--- src/rsf_defines.svh ---
// Command codes, state codes, reset values and timing counts of the radio state controller
`ifndef RSF_DEFINES_SVH
`define RSF_DEFINES_SVH
`define RSF_CMD_POWER_UP 8'h02
`define RSF_CMD_SET_FRR 8'h11
`define RSF_CMD_INT_STATUS 8'h20
`define RSF_CMD_START_RX 8'h32
`define RSF_CMD_CHANGE_STATE 8'h34
`define RSF_CMD_READ_CTS 8'h44
`define RSF_CMD_FRR_A 8'h50
`define RSF_CMD_FRR_B 8'h51
`define RSF_CMD_FRR_C 8'h53
`define RSF_CMD_FRR_D 8'h57
`define RSF_CTS_READY 8'hff
`define RSF_CTS_BUSY 8'h00
`define RSF_SC_STANDBY 8'h01
`define RSF_SC_READY 8'h04
`define RSF_SC_RX_TUNE 8'h05
`define RSF_SC_RX 8'h06
`define RSF_FRR_CFG_RST 8'he4
`define RSF_CLK_NS 100
`define RSF_CYC_UP(t) (((t) + `RSF_CLK_NS - 1) / `RSF_CLK_NS)
`define RSF_T_LDO_NS 10000
`define RSF_T_XTAL_NS 308000
`define RSF_T_PLL_NS 20000
`define RSF_T_VCO_NS 40000
`define RSF_T_SETTLE_NS 50000
`define RSF_T_FE_NS 10000
`define RSF_T_MODEM_NS 2000
`define RSF_T_CMD_NS 20000
`define RSF_T_POR_NS 15000000
`define RSF_C_LDO 18'(`RSF_CYC_UP(`RSF_T_LDO_NS))
`define RSF_C_XTAL 18'(`RSF_CYC_UP(`RSF_T_XTAL_NS))
`define RSF_C_PLL 18'(`RSF_CYC_UP(`RSF_T_PLL_NS))
`define RSF_C_VCO 18'(`RSF_CYC_UP(`RSF_T_VCO_NS))
`define RSF_C_SETTLE 18'(`RSF_CYC_UP(`RSF_T_SETTLE_NS))
`define RSF_C_FE 18'(`RSF_CYC_UP(`RSF_T_FE_NS))
`define RSF_C_MODEM 18'(`RSF_CYC_UP(`RSF_T_MODEM_NS))
`define RSF_C_CMD 12'(`RSF_CYC_UP(`RSF_T_CMD_NS))
`define RSF_C_POR `RSF_CYC_UP(`RSF_T_POR_NS)
`endif

--- src/rsf_pkg.sv ---
// Types shared by the radio state controller
`default_nettype none
package rsf_pkg;
	typedef enum logic [2:0] {st_shutdown, st_standby, st_sleep, st_spi_active, st_ready, st_rx_tune, st_rx} rsf_state_t;
	typedef enum logic [3:0] {seq_idle, seq_por_arm, seq_por, seq_ldo, seq_xtal, seq_pll, seq_vco, seq_settle, seq_fe,
		seq_modem} rsf_seq_t;
	typedef enum logic [1:0] {src_state, src_irq, src_modem, src_level} rsf_frr_src_t;
endpackage : rsf_pkg
`default_nettype wire

--- src/rsf_timer.sv ---
// Step timer of the power-up sequencer
`timescale 1ns/10ps
`default_nettype none
module rsf_timer (
	input wire logic clk,
	input wire logic rst,
	input wire logic ce,
	input wire logic load,
	input wire logic [17:0] value,
	output logic done
);
	logic [17:0] cnt_q;

	// Loaded count runs down; done pulses in the cycle after the count is one, as it reaches zero
	always_ff @(posedge clk) begin
		if (rst) begin
			cnt_q <= 18'h00000;
			done <= 1'b0;
		end else if (ce) begin
			done <= !load && (cnt_q == 18'h00001);
			if (load) begin
				cnt_q <= value;
			end else if (cnt_q != 18'h00000) begin
				cnt_q <= cnt_q - 18'h00001;
			end
		end
	end
endmodule : rsf_timer
`default_nettype wire

--- src/rsf_spi_slave.sv ---
// Serial interface shifter: mode 0, MSB first, oversampled by the system clock
`timescale 1ns/10ps
`default_nettype none
module rsf_spi_slave (
	input wire logic clk,
	input wire logic rst,
	input wire logic ce,
	input wire logic sel_n_pin,
	input wire logic sclk_pin,
	input wire logic sdi_pin,
	input wire logic [7:0] tx_byte,
	output logic byte_stb,
	output logic [7:0] rx_byte,
	output logic sel_fall,
	output logic sel_rise,
	output logic sdo,
	output logic sdo_oe
);
	logic [1:0] sel_sy_q;
	logic [1:0] sclk_sy_q;
	logic [1:0] sdi_sy_q;
	logic sclk_prev_q;
	logic sel_prev_q;
	logic [2:0] bit_q;
	logic [7:0] rx_sh_q;
	logic [7:0] tx_sh_q;
	logic sclk_rise;
	logic sclk_fall;

	// Pins pass two flops; edges are taken from the second stage only
	always_ff @(posedge clk) begin
		if (rst) begin
			sel_sy_q <= 2'h3;
			sclk_sy_q <= 2'h0;
			sdi_sy_q <= 2'h0;
			sclk_prev_q <= 1'b0;
			sel_prev_q <= 1'b1;
		end else if (ce) begin
			sel_sy_q <= {sel_sy_q[0], sel_n_pin};
			sclk_sy_q <= {sclk_sy_q[0], sclk_pin};
			sdi_sy_q <= {sdi_sy_q[0], sdi_pin};
			sclk_prev_q <= sclk_sy_q[1];
			sel_prev_q <= sel_sy_q[1];
		end
	end

	assign sclk_rise = sclk_sy_q[1] && !sclk_prev_q;
	assign sclk_fall = !sclk_sy_q[1] && sclk_prev_q;

	// Select edges become one-cycle pulses for the controller
	always_ff @(posedge clk) begin
		if (rst) begin
			sel_fall <= 1'b0;
			sel_rise <= 1'b0;
			sdo_oe <= 1'b0;
		end else if (ce) begin
			sel_fall <= sel_prev_q && !sel_sy_q[1];
			sel_rise <= !sel_prev_q && sel_sy_q[1];
			sdo_oe <= !sel_sy_q[1];
		end
	end

	// Receive on rising clock; a byte strobe follows every eighth bit
	always_ff @(posedge clk) begin
		if (rst) begin
			bit_q <= 3'h0;
			rx_sh_q <= 8'h00;
			rx_byte <= 8'h00;
			byte_stb <= 1'b0;
		end else if (ce) begin
			byte_stb <= 1'b0;
			if (sel_sy_q[1]) begin
				bit_q <= 3'h0;
			end else if (sclk_rise) begin
				rx_sh_q <= {rx_sh_q[6:0], sdi_sy_q[1]};
				bit_q <= bit_q + 3'h1;
				if (bit_q == 3'h7) begin
					byte_stb <= 1'b1;
					rx_byte <= {rx_sh_q[6:0], sdi_sy_q[1]};
				end
			end
		end
	end

	// Transmit on falling clock; a new byte is taken at each byte boundary
	always_ff @(posedge clk) begin
		if (rst) begin
			sdo <= 1'b0;
			tx_sh_q <= 8'h00;
		end else if (ce && !sel_sy_q[1] && sclk_fall) begin
			if (bit_q == 3'h0) begin
				sdo <= tx_byte[7];
				tx_sh_q <= {tx_byte[6:0], 1'b0};
			end else begin
				sdo <= tx_sh_q[7];
				tx_sh_q <= {tx_sh_q[6:0], 1'b0};
			end
		end
	end
endmodule : rsf_spi_slave
`default_nettype wire

--- src/rsf_ctrl.sv ---
// Operating-state controller with fast readback registers
`timescale 1ns/10ps
`default_nettype none
`include "rsf_defines.svh"
module rsf_ctrl #(
	parameter int POR_CYCLES = `RSF_C_POR
) (
	input wire logic clk,
	input wire logic rst,
	input wire logic ce,
	input wire logic shutdown_pin,
	input wire logic serial_select_n,
	input wire logic sclk,
	input wire logic sdi,
	input wire logic irq_event,
	input wire logic rx_done,
	input wire logic [7:0] modem_status,
	input wire logic [7:0] rx_level,
	output logic sdo,
	output logic sdo_oe,
	output logic interrupt_out_n,
	output var rsf_pkg::rsf_state_t state_q,
	output logic uninit_q,
	output logic ldo_en,
	output logic xtal_en,
	output logic pll_en,
	output logic vco_cal,
	output logic rx_fe_en,
	output logic modem_rx_en,
	output logic boot_osc_en,
	output logic wake_timer_en
);
	logic [1:0] sdn_sy_q;
	logic sdn_s;
	logic hard_rst;
	logic spi_rst;
	logic byte_stb;
	logic [7:0] rx_byte;
	logic sel_fall;
	logic sel_rise;
	logic exec;
	logic [1:0] byte_idx_q;
	logic [7:0] cmd_q;
	logic [7:0] p1_q;
	logic burst_q;
	logic [1:0] frr_idx_q;
	logic [1:0] frr_nxt;
	logic [2:0] frr_hit;
	logic [7:0] tx_q;
	logic [7:0] snap_q [4];
	logic [7:0] src_val [4];
	rsf_pkg::rsf_frr_src_t cfg_q [4];
	logic [7:0] cfg_rst;
	logic irq_q;
	logic irq_clr;
	logic [11:0] busy_q;
	rsf_pkg::rsf_seq_t seq_q;
	rsf_pkg::rsf_seq_t seq_d;
	rsf_pkg::rsf_state_t state_d;
	rsf_pkg::rsf_state_t target_q;
	rsf_pkg::rsf_state_t target_d;
	rsf_pkg::rsf_state_t next_q;
	rsf_pkg::rsf_state_t next_d;
	logic uninit_d;
	logic tmr_load_q;
	logic [17:0] tmr_val_q;
	logic tmr_done;
	logic [3:0] req;
	logic [3:0] nxt;

	// Codes 1 to 6 name the reachable states in enum order; bit 3 flags a valid code
	function automatic logic [3:0] decode_state(input logic [7:0] code);
		logic [3:0] r;
		r = 4'h0;
		if (code >= `RSF_SC_STANDBY && code <= `RSF_SC_RX) begin
			r = {1'b1, code[2:0]};
		end
		return r;
	endfunction : decode_state

	// Readback command to register index; bit 2 flags a hit
	function automatic logic [2:0] frr_decode(input logic [7:0] code);
		unique case (code)
			`RSF_CMD_FRR_A: return 3'h4;
			`RSF_CMD_FRR_B: return 3'h5;
			`RSF_CMD_FRR_C: return 3'h6;
			`RSF_CMD_FRR_D: return 3'h7;
			default: return 3'h0;
		endcase
	endfunction : frr_decode

	// Length of each sequencer step in clock cycles
	function automatic logic [17:0] step_cycles(input rsf_pkg::rsf_seq_t s);
		unique case (s)
			rsf_pkg::seq_por: return 18'(POR_CYCLES);
			rsf_pkg::seq_ldo: return `RSF_C_LDO;
			rsf_pkg::seq_xtal: return `RSF_C_XTAL;
			rsf_pkg::seq_pll: return `RSF_C_PLL;
			rsf_pkg::seq_vco: return `RSF_C_VCO;
			rsf_pkg::seq_settle: return `RSF_C_SETTLE;
			rsf_pkg::seq_fe: return `RSF_C_FE;
			rsf_pkg::seq_modem: return `RSF_C_MODEM;
			default: return 18'h00000;
		endcase
	endfunction : step_cycles

	// Shutdown pin is asynchronous to the core clock
	always_ff @(posedge clk) begin
		if (rst) begin
			sdn_sy_q <= 2'h0;
		end else if (ce) begin
			sdn_sy_q <= {sdn_sy_q[0], shutdown_pin};
		end
	end

	assign sdn_s = sdn_sy_q[1];
	assign hard_rst = rst || sdn_s;
	assign spi_rst = hard_rst || (state_q == rsf_pkg::st_shutdown);
	assign exec = sel_rise && (byte_idx_q != 2'h0);
	assign frr_nxt = frr_idx_q + 2'h1;
	assign frr_hit = frr_decode(rx_byte);
	assign irq_clr = byte_stb && (byte_idx_q == 2'h0) && (rx_byte == `RSF_CMD_INT_STATUS);
	assign cfg_rst = `RSF_FRR_CFG_RST;
	assign req = decode_state(p1_q);
	assign nxt = decode_state(p1_q);

	rsf_spi_slave u_spi (
		.clk(clk),
		.rst(spi_rst),
		.ce(ce),
		.sel_n_pin(serial_select_n),
		.sclk_pin(sclk),
		.sdi_pin(sdi),
		.tx_byte(tx_q),
		.byte_stb(byte_stb),
		.rx_byte(rx_byte),
		.sel_fall(sel_fall),
		.sel_rise(sel_rise),
		.sdo(sdo),
		.sdo_oe(sdo_oe)
	);

	rsf_timer u_tmr (
		.clk(clk),
		.rst(hard_rst),
		.ce(ce),
		.load(tmr_load_q),
		.value(tmr_val_q),
		.done(tmr_done)
	);

	// Frame capture and reply byte; readback replies need no command-done poll
	always_ff @(posedge clk) begin
		if (hard_rst) begin
			byte_idx_q <= 2'h0;
			cmd_q <= 8'h00;
			p1_q <= 8'h00;
			burst_q <= 1'b0;
			frr_idx_q <= 2'h0;
			tx_q <= 8'h00;
		end else if (ce) begin
			if (sel_fall) begin
				byte_idx_q <= 2'h0;
				burst_q <= 1'b0;
				tx_q <= 8'h00;
			end else if (byte_stb) begin
				if (byte_idx_q != 2'h3) begin
					byte_idx_q <= byte_idx_q + 2'h1;
				end
				if (byte_idx_q == 2'h0) begin
					cmd_q <= rx_byte;
					burst_q <= frr_hit[2];
					frr_idx_q <= frr_hit[1:0];
					if (frr_hit[2]) begin
						tx_q <= snap_q[frr_hit[1:0]];
					end else if (rx_byte == `RSF_CMD_READ_CTS) begin
						tx_q <= (busy_q == 12'h000) ? `RSF_CTS_READY : `RSF_CTS_BUSY;
					end else begin
						tx_q <= 8'h00;
					end
				end else if (burst_q) begin
					frr_idx_q <= frr_nxt;
					tx_q <= snap_q[frr_nxt];
				end
				if (byte_idx_q == 2'h1) begin
					p1_q <= rx_byte;
				end
			end
		end
	end

	// Source values offered to the readback snapshot
	always_comb begin
		src_val[0] = {5'h00, state_q};
		src_val[1] = {7'h00, irq_q};
		src_val[2] = modem_status;
		src_val[3] = rx_level;
	end

	// Snapshot only at select fall so a burst reads one coherent set
	always_ff @(posedge clk) begin
		if (hard_rst) begin
			for (int i = 0; i < 4; i++) begin
				snap_q[i] <= 8'h00;
				cfg_q[i] <= rsf_pkg::rsf_frr_src_t'(cfg_rst[2*i +: 2]);
			end
		end else if (ce) begin
			if (sel_fall) begin
				for (int i = 0; i < 4; i++) begin
					snap_q[i] <= src_val[cfg_q[i]];
				end
			end
			if (exec && !uninit_q && cmd_q == `RSF_CMD_SET_FRR) begin
				cfg_q[p1_q[5:4]] <= rsf_pkg::rsf_frr_src_t'(p1_q[1:0]);
			end
		end
	end

	// Pending interrupt; a new event in the clearing cycle wins
	always_ff @(posedge clk) begin
		if (hard_rst) begin
			irq_q <= 1'b0;
			interrupt_out_n <= 1'b1;
		end else if (ce) begin
			irq_q <= irq_event || (irq_q && !irq_clr);
			interrupt_out_n <= !(irq_event || (irq_q && !irq_clr));
		end
	end

	// Command-done stays busy for a fixed time after each ordinary command
	always_ff @(posedge clk) begin
		if (hard_rst) begin
			busy_q <= 12'h000;
		end else if (ce) begin
			if (exec && frr_decode(cmd_q) == 3'h0 && cmd_q != `RSF_CMD_READ_CTS) begin
				busy_q <= `RSF_C_CMD;
			end else if (busy_q != 12'h000) begin
				busy_q <= busy_q - 12'h001;
			end
		end
	end

	// Sequencer: the only place the operating state is decided
	always_comb begin
		seq_d = seq_q;
		state_d = state_q;
		target_d = target_q;
		next_d = next_q;
		uninit_d = uninit_q;
		unique case (seq_q)
			rsf_pkg::seq_por_arm: seq_d = rsf_pkg::seq_por;
			rsf_pkg::seq_por: begin
				if (tmr_done) begin
					seq_d = rsf_pkg::seq_idle;
					state_d = rsf_pkg::st_standby;
				end
			end
			rsf_pkg::seq_ldo: if (tmr_done) seq_d = rsf_pkg::seq_xtal;
			rsf_pkg::seq_xtal: begin
				if (tmr_done) begin
					seq_d = rsf_pkg::seq_pll;
					state_d = rsf_pkg::st_rx_tune;
				end
			end
			rsf_pkg::seq_pll: if (tmr_done) seq_d = rsf_pkg::seq_vco;
			rsf_pkg::seq_vco: if (tmr_done) seq_d = rsf_pkg::seq_settle;
			rsf_pkg::seq_settle: begin
				if (tmr_done) begin
					seq_d = (target_q == rsf_pkg::st_rx) ? rsf_pkg::seq_fe : rsf_pkg::seq_idle;
				end
			end
			rsf_pkg::seq_fe: if (tmr_done) seq_d = rsf_pkg::seq_modem;
			rsf_pkg::seq_modem: begin
				if (tmr_done) begin
					seq_d = rsf_pkg::seq_idle;
					state_d = rsf_pkg::st_rx;
				end
			end
			rsf_pkg::seq_idle: begin
				if (sel_fall && (state_q == rsf_pkg::st_standby || state_q == rsf_pkg::st_sleep)) begin
					state_d = rsf_pkg::st_spi_active;
				end
				if (state_q == rsf_pkg::st_rx && rx_done && next_q != rsf_pkg::st_rx) begin
					state_d = next_q;
				end
				if (exec && uninit_q && cmd_q == `RSF_CMD_POWER_UP) begin
					uninit_d = 1'b0;
				end
				if (exec && !uninit_q) begin
					if (cmd_q == `RSF_CMD_START_RX) begin
						target_d = rsf_pkg::st_rx;
						next_d = nxt[3] ? rsf_pkg::rsf_state_t'(nxt[2:0]) : rsf_pkg::st_rx;
					end
					if (cmd_q == `RSF_CMD_CHANGE_STATE && req[3]) begin
						target_d = rsf_pkg::rsf_state_t'(req[2:0]);
					end
					if (cmd_q == `RSF_CMD_START_RX || (cmd_q == `RSF_CMD_CHANGE_STATE && req[3])) begin
						if (target_d != rsf_pkg::st_rx && target_d != rsf_pkg::st_rx_tune) begin
							state_d = target_d;
						end else if (state_q == rsf_pkg::st_rx_tune) begin
							seq_d = (target_d == rsf_pkg::st_rx) ? rsf_pkg::seq_fe : rsf_pkg::seq_idle;
						end else if (state_q == rsf_pkg::st_ready) begin
							seq_d = rsf_pkg::seq_pll;
							state_d = rsf_pkg::st_rx_tune;
						end else if (state_q != rsf_pkg::st_rx) begin
							seq_d = rsf_pkg::seq_ldo;
						end
					end
				end
			end
			default: seq_d = rsf_pkg::seq_idle;
		endcase
	end

	// Sequencer registers; every step entry reloads the step timer
	always_ff @(posedge clk) begin
		if (hard_rst) begin
			seq_q <= rsf_pkg::seq_por_arm;
			state_q <= rsf_pkg::st_shutdown;
			target_q <= rsf_pkg::st_rx;
			next_q <= rsf_pkg::st_rx;
			uninit_q <= 1'b1;
			tmr_load_q <= 1'b0;
			tmr_val_q <= 18'h00000;
		end else if (ce) begin
			seq_q <= seq_d;
			state_q <= state_d;
			target_q <= target_d;
			next_q <= next_d;
			uninit_q <= uninit_d;
			tmr_load_q <= (seq_d != seq_q);
			tmr_val_q <= step_cycles(seq_d);
		end
	end

	// Block enables follow state and step one cycle later
	always_ff @(posedge clk) begin
		if (hard_rst) begin
			ldo_en <= 1'b0;
			xtal_en <= 1'b0;
			pll_en <= 1'b0;
			vco_cal <= 1'b0;
			rx_fe_en <= 1'b0;
			modem_rx_en <= 1'b0;
			boot_osc_en <= 1'b0;
			wake_timer_en <= 1'b0;
		end else if (ce) begin
			ldo_en <= state_q >= rsf_pkg::st_ready || seq_q >= rsf_pkg::seq_ldo;
			xtal_en <= state_q >= rsf_pkg::st_ready || seq_q >= rsf_pkg::seq_xtal;
			pll_en <= state_q >= rsf_pkg::st_rx_tune || seq_q >= rsf_pkg::seq_pll;
			vco_cal <= seq_q == rsf_pkg::seq_vco;
			rx_fe_en <= state_q == rsf_pkg::st_rx || seq_q >= rsf_pkg::seq_fe;
			modem_rx_en <= state_q == rsf_pkg::st_rx;
			boot_osc_en <= state_q >= rsf_pkg::st_spi_active;
			wake_timer_en <= state_q == rsf_pkg::st_sleep;
		end
	end
endmodule : rsf_ctrl
`default_nettype wire

--- config.mk ---
export PLATFORM = sky130hd
export DESIGN_NAME = rsf_ctrl
export DESIGN_NICKNAME = d
export VERILOG_FILES = /design/src/rsf_pkg.sv /design/src/rsf_timer.sv /design/src/rsf_spi_slave.sv /design/src/rsf_ctrl.sv
export VERILOG_INCLUDE_DIRS = /design/src
export SDC_FILE = /design/constraint.sdc
export NUM_CORES = 1
export LEC_CHECK = 0
export BUFFER_PORTS_ARGS = -buffer_cell sky130_fd_sc_hd__buf_2
export CORE_MARGIN = 8
export CORE_UTILIZATION = 67
export DETAILED_ROUTE_END_ITERATION = 10
export PLACE_DENSITY = 0.95
export SYNTH_ARGS = -nofsm -noshare
export SYNTH_HDL_FRONTEND = slang
export SYNTH_SLANG_ARGS = --single-unit
--- constraint.sdc ---
create_clock -name clk -period 4.5 [get_ports clk]
set_input_delay 0.9 -clock clk [delete_from_list [all_inputs] [get_ports clk]]
set_output_delay 0.9 -clock clk [all_outputs]
set_load 0.02 [all_outputs]
# --- Yosys cells after proc, flatten, opt, wreduce, memory -nomap -nowiden ---
# Memories as Yosys holds them, arrays and structs flattened. A register that Yosys moved wholly into a read port is not among the register bits.
# Cells that the tools add are included.
# W data, S select, Z words.
classes:
  n_addsub: 5
  magnitude_cmp: 13
  eq_ne: 43
  muxes: 92
  bitwise_logic: 10
  reduce_logical: 75
ops:
  columns: ["operator", "count"]
  rows:
  - ["$mux W8", 20]
  - ["$eq A8 B7 Y1 const B", 9]
  - ["$bmux W8 S2", 4]
  - ["$mux W4", 16]
  - ["$mux W3", 19]
  - ["$mux W18", 2]
  - ["$pmux W3 S4", 3]
  - ["$pmux W4 S9", 1]
  - ["$eq A8 B6 Y1 const B", 3]
  - ["$mux W12", 2]
  - ["$logic_and A1 B1 Y1", 23]
  - ["$reduce_and A4 Y1", 5]
  - ["$eq A18 B1 Y1 const B", 1]
  - ["$eq A3 B3 Y1 const B", 6]
  - ["$ge A3 B3 Y1 const B", 6]
  - ["$mux W1", 18]
  - ["$reduce_and A3 Y1", 6]
  - ["$reduce_bool A18 Y1", 1]
  - ["$sub A18 B1 Y18 const B", 1]
  - ["$eq A4 B3 Y1 const B", 4]
  - ["$reduce_bool A2 Y1", 8]
  - ["$mux W2", 7]
  - ["$logic_not A12 Y1", 1]
  - ["$ne A3 B3 Y1 const B", 4]
  - ["other kinds (35)", 68]
totals:
  regBits: 144
  mem_bits_rw: 40
  romBits: 176
  inputBits: 25
  output_inout_bits: 15
  wordCells: 282
  n_memories: 3
memory_table:
  columns: ["memory", "depth", "word_bits", "read_ports", "rd_clocked_by_memory_dff", "wr", "line_no", "source"]
  rows:
  - ["(no name shown)", 16, 11, 1, 1, 0, "rsf_ctrl.sv:94", "unique case (s)"]
  - ["snap_q", 4, 8, 2, 0, 4, "rsf_ctrl.sv:50", "logic [7:0] snap_q [4];"]
  - ["cfg_q", 4, 2, 4, 0, 4, "rsf_ctrl.sv:52", "rsf_pkg::rsf_frr_src_t cfg_q [4];"]

# --- Logic depth before layout (Yosys ltp) ---
depth:
  ltp_word: 15
  mapped_depth: 9
  mapped_depth_nobuf: 8

# --- Modules after synthesis ---
# A second synthesis with hierarchy kept.
unflattened:
  cells_unflattened: 1056
  hier_area_um2: 9392.8
modules_own_cells:
  columns: ["mod", "n_inst", "cells_per_inst", "area_each_um2"]
  rows:
  - ["rsf_ctrl", 1, 728, 6551.3]
  - ["rsf_spi_slave", 1, 159, 1581.5]
  - ["rsf_timer", 1, 169, 1260.0]

# --- Worst setup path before layout ---
# Ideal clock, no wire load.
synth_timing:
  path_kind: "in2reg"
  from: "input port rst"
  to: "memory snap_q[0][0], enable pin"
  setup_ns: 0.478
  t_arrival_ns: 2.296
  t_required_ns: 4.022
  setup_slack_ns: 1.727
  stages: 4
  n_path_buf: 2
  cell_sequence: "nor2_1 -> clkbuf_1 -> clkbuf_1 -> nand2_1"
synth_lines:
  columns: ["item", "line_no", "source"]
  rows:
  - ["start: declaration", "rsf_ctrl.sv:9", "input wire logic rst,"]
  - ["end: declaration", "rsf_ctrl.sv:50", null]

# --- Worst setup path in the final report ---
layout_timing:
  from: "register byte_idx_q[0]"
  to: "register tmr_val_q[10]"
layout_via:
  elab_chain_len: 5
layout_rtl:
  columns: ["item", "line_no", "source"]
  rows:
  - ["start: declaration", "rsf_ctrl.sv:42", "logic [1:0] byte_idx_q;"]
  - ["start signal: assignment", "rsf_ctrl.sv:168", "byte_idx_q <= byte_idx_q + 2'h1;"]
  - ["$reduce_bool A2 Y1", "rsf_ctrl.sv:119", "assign exec = sel_rise && (byte_idx_q != 2'h0);"]
  - ["$logic_and A1 B1 Y1", "rsf_ctrl.sv:119", null]
  - ["$logic_and A1 B1 Y1", "rsf_ctrl.sv:289", "if (exec && !uninit_q) begin"]
  - ["$mux W4", "rsf_ctrl.sv:289", null]
  - ["$pmux W4 S9", "rsf_ctrl.sv:250", "unique case (seq_q)"]
  - ["end: declaration", "rsf_ctrl.sv:66", "logic [17:0] tmr_val_q;"]
# Every way passes these cells.
# A chain may end at the register's enable or synchronous reset.

==> impl_metrics.toml <==
[clock_network]
cts_root_buf = "clkbuf_16"
postCtsSetupBuffers = 0
cts_hold_buf = 0
clkLatencyLatePin_ns = 0.44
cts_sinks = 175
cts_max_level = 4
cts_max_path_buffers = 2
cts_buffers = 17
cts_tree = "built"
clk_pin_slew_ns = 0.07
cts-resized-gates = 0

[global_routing]
grt_pass1_wl_um = 38400
grt_max_degree = 62
antenna_found_initial = 0
grtUsageTotal_pct = 26.5
first_global_vias = 7792
grt-ovfl-total = 0

[timing]
post-route-period-util_pct = 62.6
fin_ws_ns = 1.68
slew_violations = 0
period_needed_ns = 2.82
slew_headroom_pct = 14.5
max_freq_mhz = 355
holdWs_ns = 0.448
skew_ns = 0.0105
setup_tns_ns = 0
setup_viol = 0
rsz0062_at_grt = "false"
final-hold-violation-count = 0
tightestPinTransition_ns = 1.28

[synth]
synth_top_cell_area_share_pct = 29.5
synth_largest_area_cell = "dfxtp_1"
yosysWarnings = 0
yosysMostFrequentCell = "dfxtp_1"
synth_edf_count = 40
ys_types = 81
async_flop_share_pct = 0
synthTopCellsByArea = "dfxtp_1 (30%), edfxtp_1 (13%), nor2_1 (5.4%), nand2_1 (5.1%), mux2i_1 (4.8%)"
ys_seq_area_share_pct = 42.7
ys_top_cells_by_count = "dfxtp_1 (135), nor2_1 (132), nand2_1 (124)"
netlist_area_um2 = 9150
synth-seq-cells = 175
syn_area_per_cell_um2 = 8.70
synthesis.instances = 1052
ys.flop_type = "dfxtp_1"
syn-num-nets = 1086

[floorplanning]
die_h_um = 133
fp-row-count = 42
design.core.area_um2 = 13300
num_io_pins = 40
initial_core_util_pct = 68.8
fp.dieArea_um2 = 17700
die_x_um = 133

[layout]
diodes = 0
drive_gt1_share_pct = 12.1
final_area_um2 = 9920
final_nets = 1085
layout.cells.non_filler = 1240
final_util_pct = 74.6
area_growth_pct = 8.45

[placed_design]
place.gp.congestion = 0.939
placed_area_um2 = 9360
io_buffer_count = 39
dp_hpwl_um = 15400
placedCellCount = 1208
place_ws_ns = 1.67

[detailed_routing]
drt-pass1-iter-count = 9
drc = 1
drt_iter0_drc = 1012
wl_per_cell_um = 18.9
routed_wl_um = 23500
ant_nets = 0
vias_per_cell = 6.71
vias = 8323

[flow_run]
cap_violations = 0

[power]
p_leak_nw = 3.67
powerDensity_nw_per_um2 = 471
peakVddDrop_mv = 0.299
total_power_mw = 4.67

[setup_path]
worst_ep_required_time_ns = 4.83
critPathArrivalTime_ns = 3.14
critPathCaptureType = "register"
worst_setup_path_start_kind = "register"
crit_fanout = 10
worstSetupPathType = "reg2reg"

[outcome]
failed_checks = "DRC"
outcome = "finished, violations left"

[min_path]
min_path_type = "reg2reg"
critical path, cell delays in order (launching register included):
cell     delay [ns]
dfxtp_1        0.39
inv_1          0.08
ha_1           0.35
or3b_2         0.58
nor2_4         0.22
or4b_4         0.51
a211o_1        0.33
nand4_1        0.14
o21ai_0        0.10
cells by family (layout without fill, tap and decap cells):
kind of cell	after synthesis	count (layout)	synth area share, %
flops	175	175	42.7
fa+ha+maj	10	10	1.34
mux	64	64	8.75
xor+xnor	20	20	1.91
buf+inv	94	106	4.12
simple gates	438	438	23.3
compound gates	251	251	17.9
routing by layer:
layer | GRT usage [%] | share of wire, % | vias to the layer above
li1 | - | - | 3827
met1 | 33.3 | 39 | 3872
met2 | 41.4 | 47 | 541
met3 | 7.76 | 10 | 83
met4 | 12.1 | 3.0 | 0
met5 | 0 | 0 | -
cell type report:
type	instances	area, um^2
inverter	27	101
multi-input combinational	783	4870
tap	176	220
clock inverter	15	141
timing repair buffer	47	255
sequential	175	3900
fill	866	3370
clock buffer	17	425
registers in the layout (all words and copies together) (netlist names), 3 cells and up:
register       flops
snap_q            32
u_tmr.cnt_q       18
busy_q            12
tmr_val_q         10
cfg_q              8
cmd_q              8
p1_q               8
tx_q               8
u_spi.rx_byte      8
u_spi.rx_sh_q      7
u_spi.tx_sh_q      7
seq_q              4
next_q             3
state_q            3
target_q           3
u_spi.bit_q        3
placed cells by master (no fill, tap or decap), types with 10 or more instances in the layout:
cell / n
and3_1: 14
inv_1: 27
nand2_1: 124
xor2_1: 12
mux2i_1: 44
a21oi_1: 85
clkbuf_16: 17
mux4_2: 12
nor3_1: 25
a22oi_1: 19
nor2_1: 131
a31oi_1: 15
nor2b_1: 12
nand4_1: 11
dfxtp_1: 135
nand3_1: 39
a211oi_1: 16
o21ai_0: 49
buf_2: 39
nand2b_1: 10
nor4_1: 14
edfxtp_1: 40
path summary, 6_finish.rpt:
kind	start	to	slack (ns)	cells past startpoint
worst min-delay path	next_q[0]$_SDFFE_PP0P_	next_q[0]$_SDFFE_PP0P_	0.45	2
worst min register to register	next_q[0]$_SDFFE_PP0P_	next_q[0]$_SDFFE_PP0P_	0.45	2
worst max register to register	byte_idx_q[0]$_SDFFE_PP0P_	tmr_val_q[10]$_SDFFE_PP0P_	1.68	8
worst max-delay path	byte_idx_q[0]$_SDFFE_PP0P_	tmr_val_q[10]$_SDFFE_PP0P_	1.68	8
power breakdown:
part / internal, mW / leakage (nW) / switching, mW
Clock: 0.736 / 0.275 / 0.685
Combinational: 0.501 / 1.90 / 0.796
Sequential: 1.77 / 1.50 / 0.184
Total: 3.01 / 3.67 / 1.67
Power figures use the tool's default switching activity.
